File: src/cfg_one_pkg.sv
// Constants and carrier types for the first configuration register bank
package cfg_one_pkg;

  localparam int ADDR_W = 10;
  localparam int DATA_W = 8;
  localparam int NUM_PORTS = 2;
  localparam int NUM_IRQ = 7;
  localparam int NUM_BUS_PAIRS = 4;
  localparam int PAGE_W = 8;

  // Register offsets within the board window
  localparam logic [ADDR_W-1:0] PORT_A_CONFIG_ONE_OFS = 10'h101;
  localparam logic [ADDR_W-1:0] PORT_B_CONFIG_ONE_OFS = 10'h301;
  localparam logic [ADDR_W-1:0] PORT_A_PAGE_OFS = 10'h1c1;
  localparam logic [ADDR_W-1:0] PORT_B_PAGE_OFS = 10'h3c1;

  // Field positions inside a configuration write
  localparam int IRQ_SEL_MSB = 7;
  localparam int IRQ_SEL_LSB = 5;
  localparam int BUS_PAIR_MSB = 4;
  localparam int BUS_PAIR_LSB = 3;
  localparam int CARRY_BIT = 2;
  localparam int ROR_BIT = 1;
  localparam int DIR_BIT = 0;

  // Reset values
  localparam logic [2:0] IRQ_SEL_RST = 3'h0;
  localparam logic [1:0] BUS_PAIR_RST = 2'h0;
  localparam logic CARRY_RST = 1'b0;
  localparam logic ROR_DISABLE_RST = 1'b1;
  localparam logic DIR_RST = 1'b0;
  localparam logic [PAGE_W-1:0] PAGE_RST = 8'h00;
  localparam logic [DATA_W-1:0] UNMAPPED_RDATA = 8'h00;

  // Direction encoding
  localparam logic DIR_MEM_TO_GPIB = 1'b0;
  localparam logic DIR_GPIB_TO_MEM = 1'b1;

  typedef struct packed {
    logic sel;
    logic wr;
    logic [ADDR_W-1:0] addr;
    logic [DATA_W-1:0] wdata;
  } reg_req_t;

  typedef struct packed {
    logic ack;
    logic [DATA_W-1:0] rdata;
  } reg_rsp_t;

  typedef struct packed {
    logic [2:0] irq_line_select;
    logic [1:0] bus_req_grant_pair;
    logic release_on_request_disable;
  } shared_cfg_t;

  typedef struct packed {
    logic carry_cycle_enable;
    logic dma_dir;
  } port_cfg_t;

endpackage : cfg_one_pkg

File: src/dual_port_config_register_one.sv
// Board-wide and per-port first configuration register with status readback
`timescale 1ns/100ps
`default_nettype none

module dual_port_config_register_one
  import cfg_one_pkg::*;
(
  input wire logic clock,
  input wire logic rst_b,
  input wire reg_req_t reg_req,
  output reg_rsp_t reg_rsp_ff,
  input wire logic [NUM_PORTS-1:0][DATA_W-1:0] gpib_status,
  input wire logic ext_addr_mode,
  input wire logic [NUM_PORTS-1:0] port_irq_req,
  input wire logic [NUM_PORTS-1:0] port_bus_req,
  input wire logic [NUM_BUS_PAIRS-1:0] bus_grant_in,
  output logic [NUM_IRQ-1:0] irq_out_ff,
  output logic [NUM_BUS_PAIRS-1:0] bus_req_out_ff,
  output logic [NUM_BUS_PAIRS-1:0] bus_grant_out_ff,
  output logic bus_granted_ff,
  output logic [PAGE_W-1:0] sys_addr_hi_ff,
  output shared_cfg_t shared_cfg_ff,
  output port_cfg_t [NUM_PORTS-1:0] port_cfg_ff
);

  logic wr_cfg_a;
  logic wr_cfg_b;
  logic wr_cfg_any;
  logic wr_page;
  logic rd_cfg_a;
  logic rd_cfg_b;
  logic rd_page;
  logic [NUM_PORTS-1:0] wr_cfg_port;
  logic [PAGE_W-1:0] page_ff;
  logic [PAGE_W-1:0] nxt_page;
  shared_cfg_t nxt_shared;
  reg_rsp_t nxt_rsp;
  logic any_irq_req;
  logic any_bus_req;
  logic [NUM_IRQ-1:0] nxt_irq;
  logic [NUM_BUS_PAIRS-1:0] nxt_bus_req;
  logic [NUM_BUS_PAIRS-1:0] nxt_grant_out;
  logic nxt_granted;
  logic [PAGE_W-1:0] nxt_addr_hi;

  // Address decode
  always_comb
  begin
    wr_cfg_a = reg_req.sel && reg_req.wr && (reg_req.addr == PORT_A_CONFIG_ONE_OFS);
    wr_cfg_b = reg_req.sel && reg_req.wr && (reg_req.addr == PORT_B_CONFIG_ONE_OFS);
    rd_cfg_a = reg_req.sel && !reg_req.wr && (reg_req.addr == PORT_A_CONFIG_ONE_OFS);
    rd_cfg_b = reg_req.sel && !reg_req.wr && (reg_req.addr == PORT_B_CONFIG_ONE_OFS);
    wr_page = reg_req.sel && reg_req.wr
      && ((reg_req.addr == PORT_A_PAGE_OFS) || (reg_req.addr == PORT_B_PAGE_OFS));
    rd_page = reg_req.sel && !reg_req.wr
      && ((reg_req.addr == PORT_A_PAGE_OFS) || (reg_req.addr == PORT_B_PAGE_OFS));
    wr_cfg_any = wr_cfg_a || wr_cfg_b;
    wr_cfg_port = {wr_cfg_b, wr_cfg_a};
  end

  // Board-wide fields: one storage element whichever port writes
  always_comb
  begin
    nxt_shared = shared_cfg_ff;
    if (wr_cfg_any)
    begin
      nxt_shared.irq_line_select = reg_req.wdata[IRQ_SEL_MSB:IRQ_SEL_LSB];
      nxt_shared.bus_req_grant_pair = reg_req.wdata[BUS_PAIR_MSB:BUS_PAIR_LSB];
      nxt_shared.release_on_request_disable = reg_req.wdata[ROR_BIT];
    end
  end

  always_ff @(posedge clock)
  begin
    if (!rst_b)
    begin
      shared_cfg_ff.irq_line_select <= IRQ_SEL_RST;
      shared_cfg_ff.bus_req_grant_pair <= BUS_PAIR_RST;
      shared_cfg_ff.release_on_request_disable <= ROR_DISABLE_RST;
    end
    else
    begin
      shared_cfg_ff <= nxt_shared;
    end
  end

  // Port-local fields: separate copies, only the addressed port changes
  genvar p;
  generate
    for (p = 0; p < NUM_PORTS; p++)
    begin : g_port
      always_ff @(posedge clock)
      begin
        if (!rst_b)
        begin
          port_cfg_ff[p].carry_cycle_enable <= CARRY_RST;
          port_cfg_ff[p].dma_dir <= DIR_RST;
        end
        else if (wr_cfg_port[p])
        begin
          port_cfg_ff[p].carry_cycle_enable <= reg_req.wdata[CARRY_BIT];
          port_cfg_ff[p].dma_dir <= reg_req.wdata[DIR_BIT];
        end
      end
    end
  endgenerate

  // Page register, one copy seen from both port windows
  always_comb
  begin
    nxt_page = page_ff;
    if (wr_page)
    begin
      nxt_page = reg_req.wdata;
    end
  end

  always_ff @(posedge clock)
  begin
    if (!rst_b)
    begin
      page_ff <= PAGE_RST;
    end
    else
    begin
      page_ff <= nxt_page;
    end
  end

  // Upper address lines follow the page only in extended mode
  always_comb
  begin
    if (ext_addr_mode)
    begin
      nxt_addr_hi = page_ff;
    end
    else
    begin
      nxt_addr_hi = PAGE_RST;
    end
  end

  always_ff @(posedge clock)
  begin
    if (!rst_b)
    begin
      sys_addr_hi_ff <= PAGE_RST;
    end
    else
    begin
      sys_addr_hi_ff <= nxt_addr_hi;
    end
  end

  // Read and write answer. Configuration is write-only, so its address
  // returns live status instead; unmapped reads return zero but still ack.
  always_comb
  begin
    nxt_rsp.ack = reg_req.sel;
    nxt_rsp.rdata = UNMAPPED_RDATA;
    if (rd_cfg_a)
    begin
      nxt_rsp.rdata = gpib_status[0];
    end
    else if (rd_cfg_b)
    begin
      nxt_rsp.rdata = gpib_status[1];
    end
    else if (rd_page)
    begin
      nxt_rsp.rdata = page_ff;
    end
  end

  always_ff @(posedge clock)
  begin
    if (!rst_b)
    begin
      reg_rsp_ff.ack <= 1'b0;
      reg_rsp_ff.rdata <= UNMAPPED_RDATA;
    end
    else
    begin
      reg_rsp_ff <= nxt_rsp;
    end
  end

  // Interrupt request lines
  always_comb
  begin
    any_irq_req = |port_irq_req;
  end

  genvar i;
  generate
    for (i = 0; i < NUM_IRQ; i++)
    begin : g_irq
      always_comb
      begin
        nxt_irq[i] = any_irq_req && (shared_cfg_ff.irq_line_select == 3'(i + 1));
      end
    end
  endgenerate

  always_ff @(posedge clock)
  begin
    if (!rst_b)
    begin
      irq_out_ff <= '0;
    end
    else
    begin
      irq_out_ff <= nxt_irq;
    end
  end

  // Bus request and grant daisy chain. Unselected pairs pass the grant
  // straight through; the selected pair keeps it while this board asks.
  always_comb
  begin
    any_bus_req = |port_bus_req;
  end

  genvar b;
  generate
    for (b = 0; b < NUM_BUS_PAIRS; b++)
    begin : g_bus
      always_comb
      begin
        if (shared_cfg_ff.bus_req_grant_pair == 2'(b))
        begin
          nxt_bus_req[b] = any_bus_req;
          nxt_grant_out[b] = bus_grant_in[b] && !any_bus_req;
        end
        else
        begin
          nxt_bus_req[b] = 1'b0;
          nxt_grant_out[b] = bus_grant_in[b];
        end
      end
    end
  endgenerate

  always_comb
  begin
    nxt_granted = any_bus_req && bus_grant_in[shared_cfg_ff.bus_req_grant_pair];
  end

  always_ff @(posedge clock)
  begin
    if (!rst_b)
    begin
      bus_req_out_ff <= '0;
      bus_grant_out_ff <= '0;
      bus_granted_ff <= 1'b0;
    end
    else
    begin
      bus_req_out_ff <= nxt_bus_req;
      bus_grant_out_ff <= nxt_grant_out;
      bus_granted_ff <= nxt_granted;
    end
  end

endmodule : dual_port_config_register_one

`default_nettype wire

File: config.mk
export PLATFORM = sky130hd
export DESIGN_NAME = dual_port_config_register_one
export DESIGN_NICKNAME = d
export VERILOG_FILES = /design/src/cfg_one_pkg.sv /design/src/dual_port_config_register_one.sv
export SDC_FILE = /design/constraint.sdc
export NUM_CORES = 1
export LEC_CHECK = 0
export ABC_AREA = 1
export BUFFER_PORTS_ARGS = -buffer_cell sky130_fd_sc_hd__buf_4
export CAP_MARGIN = 40
export CORE_MARGIN = 2
export CORE_UTILIZATION = 42
export CTS_CLUSTER_DIAMETER = 200
export DETAILED_ROUTE_END_ITERATION = 16
export PLACE_DENSITY = 0.83
export SETUP_SLACK_MARGIN = 0.3
export SYNTH_ARGS = -nofsm -noshare
export SYNTH_HDL_FRONTEND = slang
export SYNTH_SLANG_ARGS = --single-unit
File: constraint.sdc
create_clock -name clock -period 0.85 [get_ports clock]
set_input_delay 0 -clock clock [delete_from_list [all_inputs] [get_ports clock]]
set_output_delay 0 -clock clock [all_outputs]
set_load 0.005 [all_outputs]
== Word level (Yosys, flattened, before mapping) ==
Cells that the tools add are included.
Operators by class
  add/subtract/negate cells: 0
  multipliers: 0
  divide/modulo/power cells: 0
  $lt $le $gt $ge: 1
  equality and inequality tests: 14
  shifts and indexed selects: 0
  multiplexer cells: 9
  bitwise gates (word level): 0
  reduce and logical (&&, ||, !) cells: 32
Operators with widths (count)
  two-way mux 8 bit: 3
  equality test 10 bit (second input constant): 2
  equality test 10 x 9 -> 1 bit (second input constant): 2
  logical AND 1 bit: 20
  equality test 3 bit (second input constant): 4
  AND reduction 2 bit: 5
  equality test 3 x 2 -> 1 bit (second input constant): 2
  two-way mux 1 bit: 5
  equality test 2 bit (second input constant): 2
  OR reduction 2 bit: 2
  equality test 3 x 1 -> 1 bit (second input constant): 1
  < comparator 2 x 3 -> 1 bit (second input constant): 1
  binary-select mux 1 bit (select 2 bit): 1
  equality test 2 x 1 -> 1 bit (second input constant): 1
  logical NOT 1 bit: 2
  logical NOT 2 bit: 1
  logical OR 1 bit: 2
Storage, ports and cells
  flip-flop bits (word level): 51
  latch bits: 0
  RAM bits: 0
  memory bits (read-only): 0
  input bits: 47
  output and inout bits: 43
  word-level logic and storage cells: 74
  memories: 0

== Logic depth before layout (Yosys ltp) ==
Gate-level depths: netlist (run 1).
  depth in word-level cells: 6
  depth in mapped cells: 8

== Worst setup path after synthesis (run 1) ==
No wires, ideal clock.
  path kind: register to register
  start: reg shared_cfg_ff[1] (netlist bit)
  end: reg bus_granted_ff
  setup time: 130 ps
  data arrival time: 728 ps
  data required time: 720 ps
  slack: -8 ps
  cell stages (with the launch flop): 6
  buffers on the path: 0
  period minus slack after synthesis: 858 ps
  path through: dfxtp_1 -> inv_1 -> nand2_1 -> o21ai_0 -> nor2_1 -> nor2_1
On the way
  longest elaborated chain between the ends: 3
Ends and longest elaborated chain
  start, declared: line dual_port_config_register_one.sv:22  | output shared_cfg_t shared_cfg_ff,
  start signal, assigned: line dual_port_config_register_one.sv:83  | shared_cfg_ff <= nxt_shared;
  binary-select mux 1 bit (select 2 bit): line dual_port_config_register_one.sv:246  | nxt_granted = any_bus_req && bus_grant_in[shared_cfg_ff.bus_req_grant_pair];
  two-way mux 1 bit (implied by the code): line dual_port_config_register_one.sv:246
  logical AND 1 bit: line dual_port_config_register_one.sv:246
  end signal, assigned: line dual_port_config_register_one.sv:261  | bus_granted_ff <= nxt_granted;
  end, declared: line dual_port_config_register_one.sv:20  | output logic bus_granted_ff,
Every way passes these cells. The select of a mux whose other input is x is not followed.
A chain may end at the register's enable or synchronous reset.

== Worst setup path after layout (run 1) ==
Ends and elaborated chain as after synthesis.

==> metrics.md, run 1 <==
| Metric | Value |
|---|---|
| Slack of the critical path | `-41.8 ps` |
| Row Count | `25` |
| Tightest Pin Transition | `413 ps` |
| Port Buf Inserts | `89` |
| Final hold violations | `22` |
| Parity-gate share of the synthesized area counting xor and xnor cells | `0%` |
| Outcome | `finished, violations left` |
| Pre-CTS worst setup slack | `-177 ps` |
| Max-slew violation total from the final report | `0` |
| Largest driver fanout on the critical path | `5` |
| Max H-tree Level | `2` |
| Worst ir drop on vdd | `0.729 mV` |
| Post-route clock period utilization | `105%` |
| Worst-skew pair later-pin latency | `300 ps` |
| Power per cell area | `1240 nW/um^2` |
| Synth-to-Final Area Change | `89.7%` |
| Fraction of final layout cells with drive strength greater than 1 | `74.9%` |
| Max transition margin | `72.2%` |
| Final RePlAce weighted congestion | `0.742` |
| Synthesis warning total | `0` |
| First drt pass iteration count | `6` |
| Clock Sink Count | `51` |
| Synth Area in Compound Gates | `12.4%` |
| Pin count of the biggest net entering global routing | `21` |
| Antenna violations before repair | `0` |
| Kind of end point of the critical path | `flip-flop` |
| Via density per instance | `5.42` |
| Number of synthesized register bits | `51` |
| Combinational family with the most area after synthesis | `simple AND/OR/NAND/NOR gates` |
| Static Leak | `1.58 nW` |
| Area of the mapped netlist | `2010 um^2` |
| Share of the yosys chip area belonging to registers | `50.9%` |
| Number of primary I/O pins | `90` |
| Simple-gate share of the synthesized area | `30.0%` |
| Net count after synthesis | `284` |
| Netlist cell types | `27` |
| Arrival time at the worst endpoint | `1080 ps` |
| Worst R2R Setup Slack | `-40 ps` |
| Worst flop-to-flop path endpoint | `bus_granted_ff` |
| Total Wirelength | `6710 um` |
| Core footprint | `4660 um^2` |
| Post-layout minimum cycle time | `892 ps` |
| Filler cell count | `261` |
| Aggregate global routing overflow | `0` |
| Number of global-route vias before repair | `2064` |
| Per-cell routed wire length | `16.2 um` |
| Global-route wire length before repair | `9640 um` |
| Worst Reg-to-Reg Cells | `5` |
| Final HPWL from detailed placement | `3550 um` |
| Class of the most critical setup path | `flip-flop to flip-flop` |
| Launching element type of the critical path | `flip-flop` |
| Number of maximum-capacitance violations | `0` |
| Clock edge transition at the registers on the reported setup and hold paths | `100 ps` |
| Instance count along the most critical hold path | `3` |
| TritonCTS clock tree | `done` |
| Die Span Y | `73.1 um` |
| Die boundary width | `73.1 um` |
| R2r startpoint | `shared_cfg_ff[1]` |
| Worst hold start | `reg_req[19]` |
| CTS buffer count | `5` |
| Total inserted antenna cells | `0` |
| Cell at the root of the clock tree | `sky130_fd_sc_hd__clkbuf_8` |
| Worst hold path endpoint | `reg_rsp_ff[8]` |
| Multiplexer area fraction after synthesis | `0%` |
| Global Route Usage Sum | `23.5%` |
| Critical path data required time | `1040 ps` |
| Utilization after layout | `81.6%` |
| Failing checks | `negative hold slack, negative setup slack` |
| Post-synthesis instance total | `237` |
| Detailed router's first-iteration violation count | `197` |
| Commonest cells after routing, fill and taps aside | `sky130_fd_sc_hd__buf_4 (64), sky130_fd_sc_hd__buf_6 (45), sky130_fd_sc_hd__nor2_1 (27)` |
| Drc violations | `0` |
| Mean instance size in the synthesized netlist | `8.46 um^2` |
| Total Power | `4.72 mW` |
| Worst min path class | `primary input to flip-flop` |
| Adder and majority gate portion of the synthesized area | `0%` |
| Post-route worst hold slack | `-105 ps` |
| Vias post-DR | `2238` |
| Total die area | `5340 um^2` |
| Antenna Nets Post-Route | `0` |
| Finish-stage setup viols | `5` |
| Top achievable clock speed | `1.12 GHz` |
| Final clock skew | `5.74 ps` |
| Most frequent standard cell in the layout excluding fill and tap cells | `sky130_fd_sc_hd__buf_4` |
| Setup repair after global routing missed its margin | `yes` |
| Initial Utilization | `43.0%` |
| Max Root-Sink Buffers | `2` |
| Number of nets in the layout | `405` |
Yosys cell counts:
| cell type | instances | area share, % |
|---|---|---|
| sky130_fd_sc_hd__nor3_1 | 11 | 2.7 |
| sky130_fd_sc_hd__inv_2 | 3 | 0.56 |
| sky130_fd_sc_hd__or2_2 | 2 | 0.62 |
| sky130_fd_sc_hd__nand2_2 | 3 | 0.94 |
| sky130_fd_sc_hd__nor2_8 | 2 | 2.0 |
| sky130_fd_sc_hd__o22ai_1 | 1 | 0.31 |
| sky130_fd_sc_hd__nor2_4 | 4 | 2.2 |
| sky130_fd_sc_hd__nand3_4 | 2 | 1.7 |
| sky130_fd_sc_hd__nand4_1 | 4 | 1.2 |
| sky130_fd_sc_hd__o21ai_1 | 13 | 3.2 |
| sky130_fd_sc_hd__nor3_2 | 3 | 1.5 |
| sky130_fd_sc_hd__o21ai_0 | 3 | 0.75 |
| sky130_fd_sc_hd__clkinv_2 | 1 | 0.25 |
| sky130_fd_sc_hd__nand3_1 | 14 | 3.5 |
| sky130_fd_sc_hd__nand3_2 | 1 | 0.50 |
| sky130_fd_sc_hd__nor2_1 | 40 | 7.5 |
| sky130_fd_sc_hd__dfxtp_1 | 51 | 51 |
| sky130_fd_sc_hd__inv_1 | 21 | 3.9 |
| sky130_fd_sc_hd__nand3b_1 | 1 | 0.37 |
| sky130_fd_sc_hd__nand2_1 | 18 | 3.4 |
| sky130_fd_sc_hd__buf_8 | 1 | 0.75 |
| sky130_fd_sc_hd__nand2_4 | 2 | 1.1 |
| sky130_fd_sc_hd__nor2_2 | 2 | 0.62 |
| sky130_fd_sc_hd__clkbuf_1 | 1 | 0.19 |
| sky130_fd_sc_hd__buf_2 | 4 | 1.0 |
| sky130_fd_sc_hd__a21oi_1 | 22 | 5.5 |
| sky130_fd_sc_hd__o211ai_1 | 7 | 2.6 |
power breakdown:
part | total (mW) | switching, mW | internal [mW]
registers | 2.37 | 0.00586 | 2.37
logic | 0.554 | 0.288 | 0.266
clock network | 1.80 | 0.830 | 0.969
total | 4.72 | 1.12 | 3.60
flip-flops by register name, summed over array words and instances, names as in the netlist:
name,cells
sys_addr_hi_ff,8
page_ff,8
bus_grant_out_ff,4
reg_rsp_ff,9
bus_granted_ff,1
shared_cfg_ff,6
port_cfg_ff,4
irq_out_ff,7
bus_req_out_ff,4
cell families (layout without fill, tap and decap cells):
group                  count (synthesis)  in the layout
buffers and inverters                 31            150
flip-flops                            51             51
AND/OR/NAND/NOR                      109            112
AO/OA/AOI/OAI                         46             46
worst max-delay path, stage by stage (launching register included):
cell	delay [ps]
sky130_fd_sc_hd__dfxtp_4	420
sky130_fd_sc_hd__inv_4	60
sky130_fd_sc_hd__nand2_4	70
sky130_fd_sc_hd__o22ai_2	60
sky130_fd_sc_hd__nor2_1	110
sky130_fd_sc_hd__nor2_1	50
metal layers:
layer	wire, um	GRT usage [%]	vias to the layer above	share of wire (%)
li1	-	-	1031	-
met1	2570	27.5	1060	38
met2	3520	43.1	117	53
met3	403	4.70	30	6.0
met4	207	6.58	0	3.1
met5	0	0	-	0
what timing repair did:
item | in CTS | in global routing
cloned | 4 | 0
gates resized for setup | 83 | 92
setup endpoints to repair | 93 | 93
pin swaps | 39 | 28
setup buffers | 14 | 6
hold endpoints to repair | 28 | 20
area by class of cell:
cell class                      count  area (um^2)  share of cell area [%]
Tap cell                           54         67.6                    1.78
Sequential cell                    51         1100                    28.9
Inverter                           25          114                    2.99
Clock buffer                        6         82.6                    2.17
Multi-Input combinational cell    158         1250                    32.9
Timing Repair Buffer              117         1150                    30.2
Clock inverter                      2         38.8                    1.02
metrics by stage:
stage	area (um^2)	std cells	setup TNS, ps
finish	3800	413	-79.4
detailed placement	2870	381	-3450
floorplan	2080	237	0
global placement	2870	381	-2920
CTS	3470	407	-0.153
global route	3800	413	-405
worst max-delay path by stage:
stage / from / to / slack (ps) / depth (start not counted)
2_1_floorplan: reg_req[9] / reg_rsp_ff[2] / 50 / 6
6_report: shared_cfg_ff[1] / bus_granted_ff / -40 / 5
4_1_cts: shared_cfg_ff[1] / bus_granted_ff / -0.2 / 5
5_1_grt: shared_cfg_ff[2] / bus_granted_ff / -80 / 5
3_5_place_dp: reg_req[9] / shared_cfg_ff[4] / -180 / 7
3_3_place_gp: reg_req[11] / shared_cfg_ff[4] / -150 / 7
(Power assumes the default switching activity.)
==> inputs of run 2 (changes only) <==
--- a/config.mk
+++ b/config.mk
@@ -9,10 +9,11 @@
 export BUFFER_PORTS_ARGS = -buffer_cell sky130_fd_sc_hd__buf_4
 export CAP_MARGIN = 40
 export CORE_MARGIN = 2
-export CORE_UTILIZATION = 42
+export CORE_UTILIZATION = 43
+export CTS_BUF_LIST = sky130_fd_sc_hd__clkbuf_4
 export CTS_CLUSTER_DIAMETER = 200
 export DETAILED_ROUTE_END_ITERATION = 16
-export PLACE_DENSITY = 0.83
+export PLACE_DENSITY = 0.85
 export SETUP_SLACK_MARGIN = 0.3
 export SYNTH_ARGS = -nofsm -noshare
 export SYNTH_HDL_FRONTEND = slang
==> run 2 against run 1 <==
  * The run still ends with negative hold slack, negative setup slack left
  * Power fell by 15%
  * Sequential power about the same
  * Maximum frequency hardly changed
  * Core utilization is 0.80 points lower
  * Global-route usage is 2.2 points lower
  * Critical path depth decreased by 4
  * Setup slack about the same
  * Final cell count is 1.9% lower
  * Clock power shrank 39%
  * Largest cell class unchanged
  * Highest routed layer unchanged
==> metrics.md, run 2 (synthesis gave the netlist of run 1 again) <==
| Metric | Value |
|---|---|
| Tightest Pin Transition | `415 ps` |
| Top Family by Delay on Critical Path | `flip-flops` |
| Finish-stage setup viols | `5` |
| Post-CTS Hold Fix Bufs | `4` |
| Largest incremental delay on the critical path | `420 ps` |
| Die Span Y | `72.3 um` |
| Outcome | `finished, violations left` |
| Most frequent standard cell in the layout excluding fill and tap cells | `sky130_fd_sc_hd__buf_4` |
| Cell with the largest stage delay on the worst path | `sky130_fd_sc_hd__dfxtp_4` |
| Instance count along the most critical hold path | `3` |
| Post-layout minimum cycle time | `892 ps` |
| Clock Sink Count | `51` |
| Total area of multi-input combinational cells | `1190 um^2` |
| Antenna Nets Post-Route | `0` |
| Total Wirelength | `6130 um` |
| Power per cell area | `1130 nW/um^2` |
| Number of nets in the layout | `399` |
| Final hold violations | `31` |
| Vias post-DR | `2105` |
| Critical-path cell list | `buf_6` |
| Static Leak | `1.48 nW` |
| Via density per instance | `5.20` |
| Commonest cells after routing, fill and taps aside | `sky130_fd_sc_hd__buf_4 (63), sky130_fd_sc_hd__buf_6 (41), sky130_fd_sc_hd__nor2_1 (29)` |
| Final clock skew | `3.28 ps` |
| Number of cells on the critical path | `1` |
| Max-slew violation total from the final report | `0` |
| CTS buffer count | `5` |
| Number of primary I/O pins | `90` |
| Most flops, register | `reg_rsp_ff` |
| TritonCTS clock tree | `done` |
| Antenna violations before repair | `0` |
| Failing checks | `negative hold slack, negative setup slack` |
| Pin count of the biggest net entering global routing | `21` |
| Global-route wire length before repair | `8830 um` |
| Placed Instance Area | `2840 um^2` |
| Class of the most critical setup path | `flip-flop to output port` |
| Worst Reg-to-Reg Cells | `5` |
| Setup repair after global routing missed its margin | `yes` |
| Number of maximum-capacitance violations | `0` |
| Slack of the critical path | `-41.6 ps` |
| Fraction of final layout cells with drive strength greater than 1 | `70.8%` |
| Detailed router's first-iteration violation count | `124` |
| Worst min path class | `primary input to flip-flop` |
| Total die area | `5230 um^2` |
| Total Power | `4.02 mW` |
| Registers with the most flip-flops | `reg_rsp_ff x9, page_ff x8, sys_addr_hi_ff x8` |
| Worst-skew pair later-pin latency | `370 ps` |
| Max transition margin | `72.0%` |
| Clock edge transition at the registers on the reported setup and hold paths | `150 ps` |
| Initial Utilization | `45.4%` |
| Critical path data required time | `850 ps` |
| Final RePlAce weighted congestion | `0.737` |
| Max Root-Sink Buffers | `2` |
| Final HPWL from detailed placement | `3620 um` |
| First drt pass iteration count | `4` |
| Drc violations | `0` |
| Cell at the root of the clock tree | `sky130_fd_sc_hd__clkbuf_4` |
| Launching element type of the critical path | `flip-flop` |
| Kind of end point of the critical path | `output port` |
| Number of standard cells in the final layout excluding fillers | `405` |
| Row Count | `24` |
| Pre-CTS worst setup slack | `-205 ps` |
| Synth-to-Final Area Change | `77.9%` |
| Global Route Usage Sum | `21.3%` |
| Post-route clock period utilization | `105%` |
| Number of global-route vias before repair | `2012` |
| Filler cell count | `257` |
| Register area | `1090 um^2` |
| Port Buf Inserts | `89` |
| Top achievable clock speed | `1.12 GHz` |
| Max H-tree Level | `2` |
| Total inserted antenna cells | `0` |
| Sum of buffers and inverters on the critical path | `1` |
| Arrival time at the worst endpoint | `890 ps` |
| Worst ir drop on vdd | `0.782 mV` |
| Per-cell routed wire length | `15.1 um` |
| Cell area after layout | `3570 um^2` |
| Utilization after layout | `80.8%` |
| Number of flip-flops in the largest register | `9` |
| Die boundary width | `72.3 um` |
| Core footprint | `4410 um^2` |
| Placed cells | `379` |
| Largest driver fanout on the critical path | `5` |
| Setup total negative slack | `-135 ps` |
| Post-route worst hold slack | `-133 ps` |
| Aggregate global routing overflow | `0` |
run 2: cell types whose count changed in the layout (fill, tap and decap cells not counted), moves of 3 or more:
cell	change
sky130_fd_sc_hd__nand2_4	-5
sky130_fd_sc_hd__o21ai_1	+4
sky130_fd_sc_hd__dlygate4sd3_1	+4
sky130_fd_sc_hd__clkbuf_4	+5
sky130_fd_sc_hd__a21oi_2	-4
sky130_fd_sc_hd__nor2_2	+5
sky130_fd_sc_hd__a21oi_4	+5
sky130_fd_sc_hd__o21ai_2	-4
sky130_fd_sc_hd__buf_6	-4
sky130_fd_sc_hd__nor2_4	-7
sky130_fd_sc_hd__clkbuf_8	-6
sky130_fd_sc_hd__buf_12	-3
run 2: what timing repair did:
item                                    CTS  global route
buffers inserted                          7             5
endpoints found under the hold margin    33            27
cloned                                    2             0
pin swaps                                40            14
resized for setup                        83            72
endpoints found under the setup margin   93            93
run 2: final timing paths:
check	startpoint	end	slack (ps)
max	shared_cfg_ff[2]	shared_cfg_ff[2]	-40
min	reg_req[4]	page_ff[4]	-130
max reg2reg	shared_cfg_ff[2]	bus_granted_ff	-30
min reg2reg	page_ff[5]	sys_addr_hi_ff[5]	480
run 2: power breakdown:
| part | internal (mW) | switching, mW | total, mW |
|---|---|---|---|
| sequential | 2.37 | 0.00806 | 2.38 |
| combinational | 0.267 | 0.270 | 0.538 |
| clock | 0.326 | 0.779 | 1.10 |
run 2: cell type report:
class                      count  share of cell area (%)
clock buffer                   5                    1.05
tap                           52                    1.82
multi-input combinational    157                    33.5
inverter                      25                    3.05
sequential                    51                    30.7
clock inverter                 3                   0.526
timing repair buffer         112                    29.4
run 2: per-layer routing:
| metal | wire, um | track usage, % | share of wire, % |
|---|---|---|---|
| met3 | 372 | 5.14 | 6.1 |
| met4 | 160 | 4.82 | 2.6 |
| met5 | 0 | 0 | 0 |
| met1 | 2300 | 25.3 | 37 |
| met2 | 3300 | 38.8 | 54 |
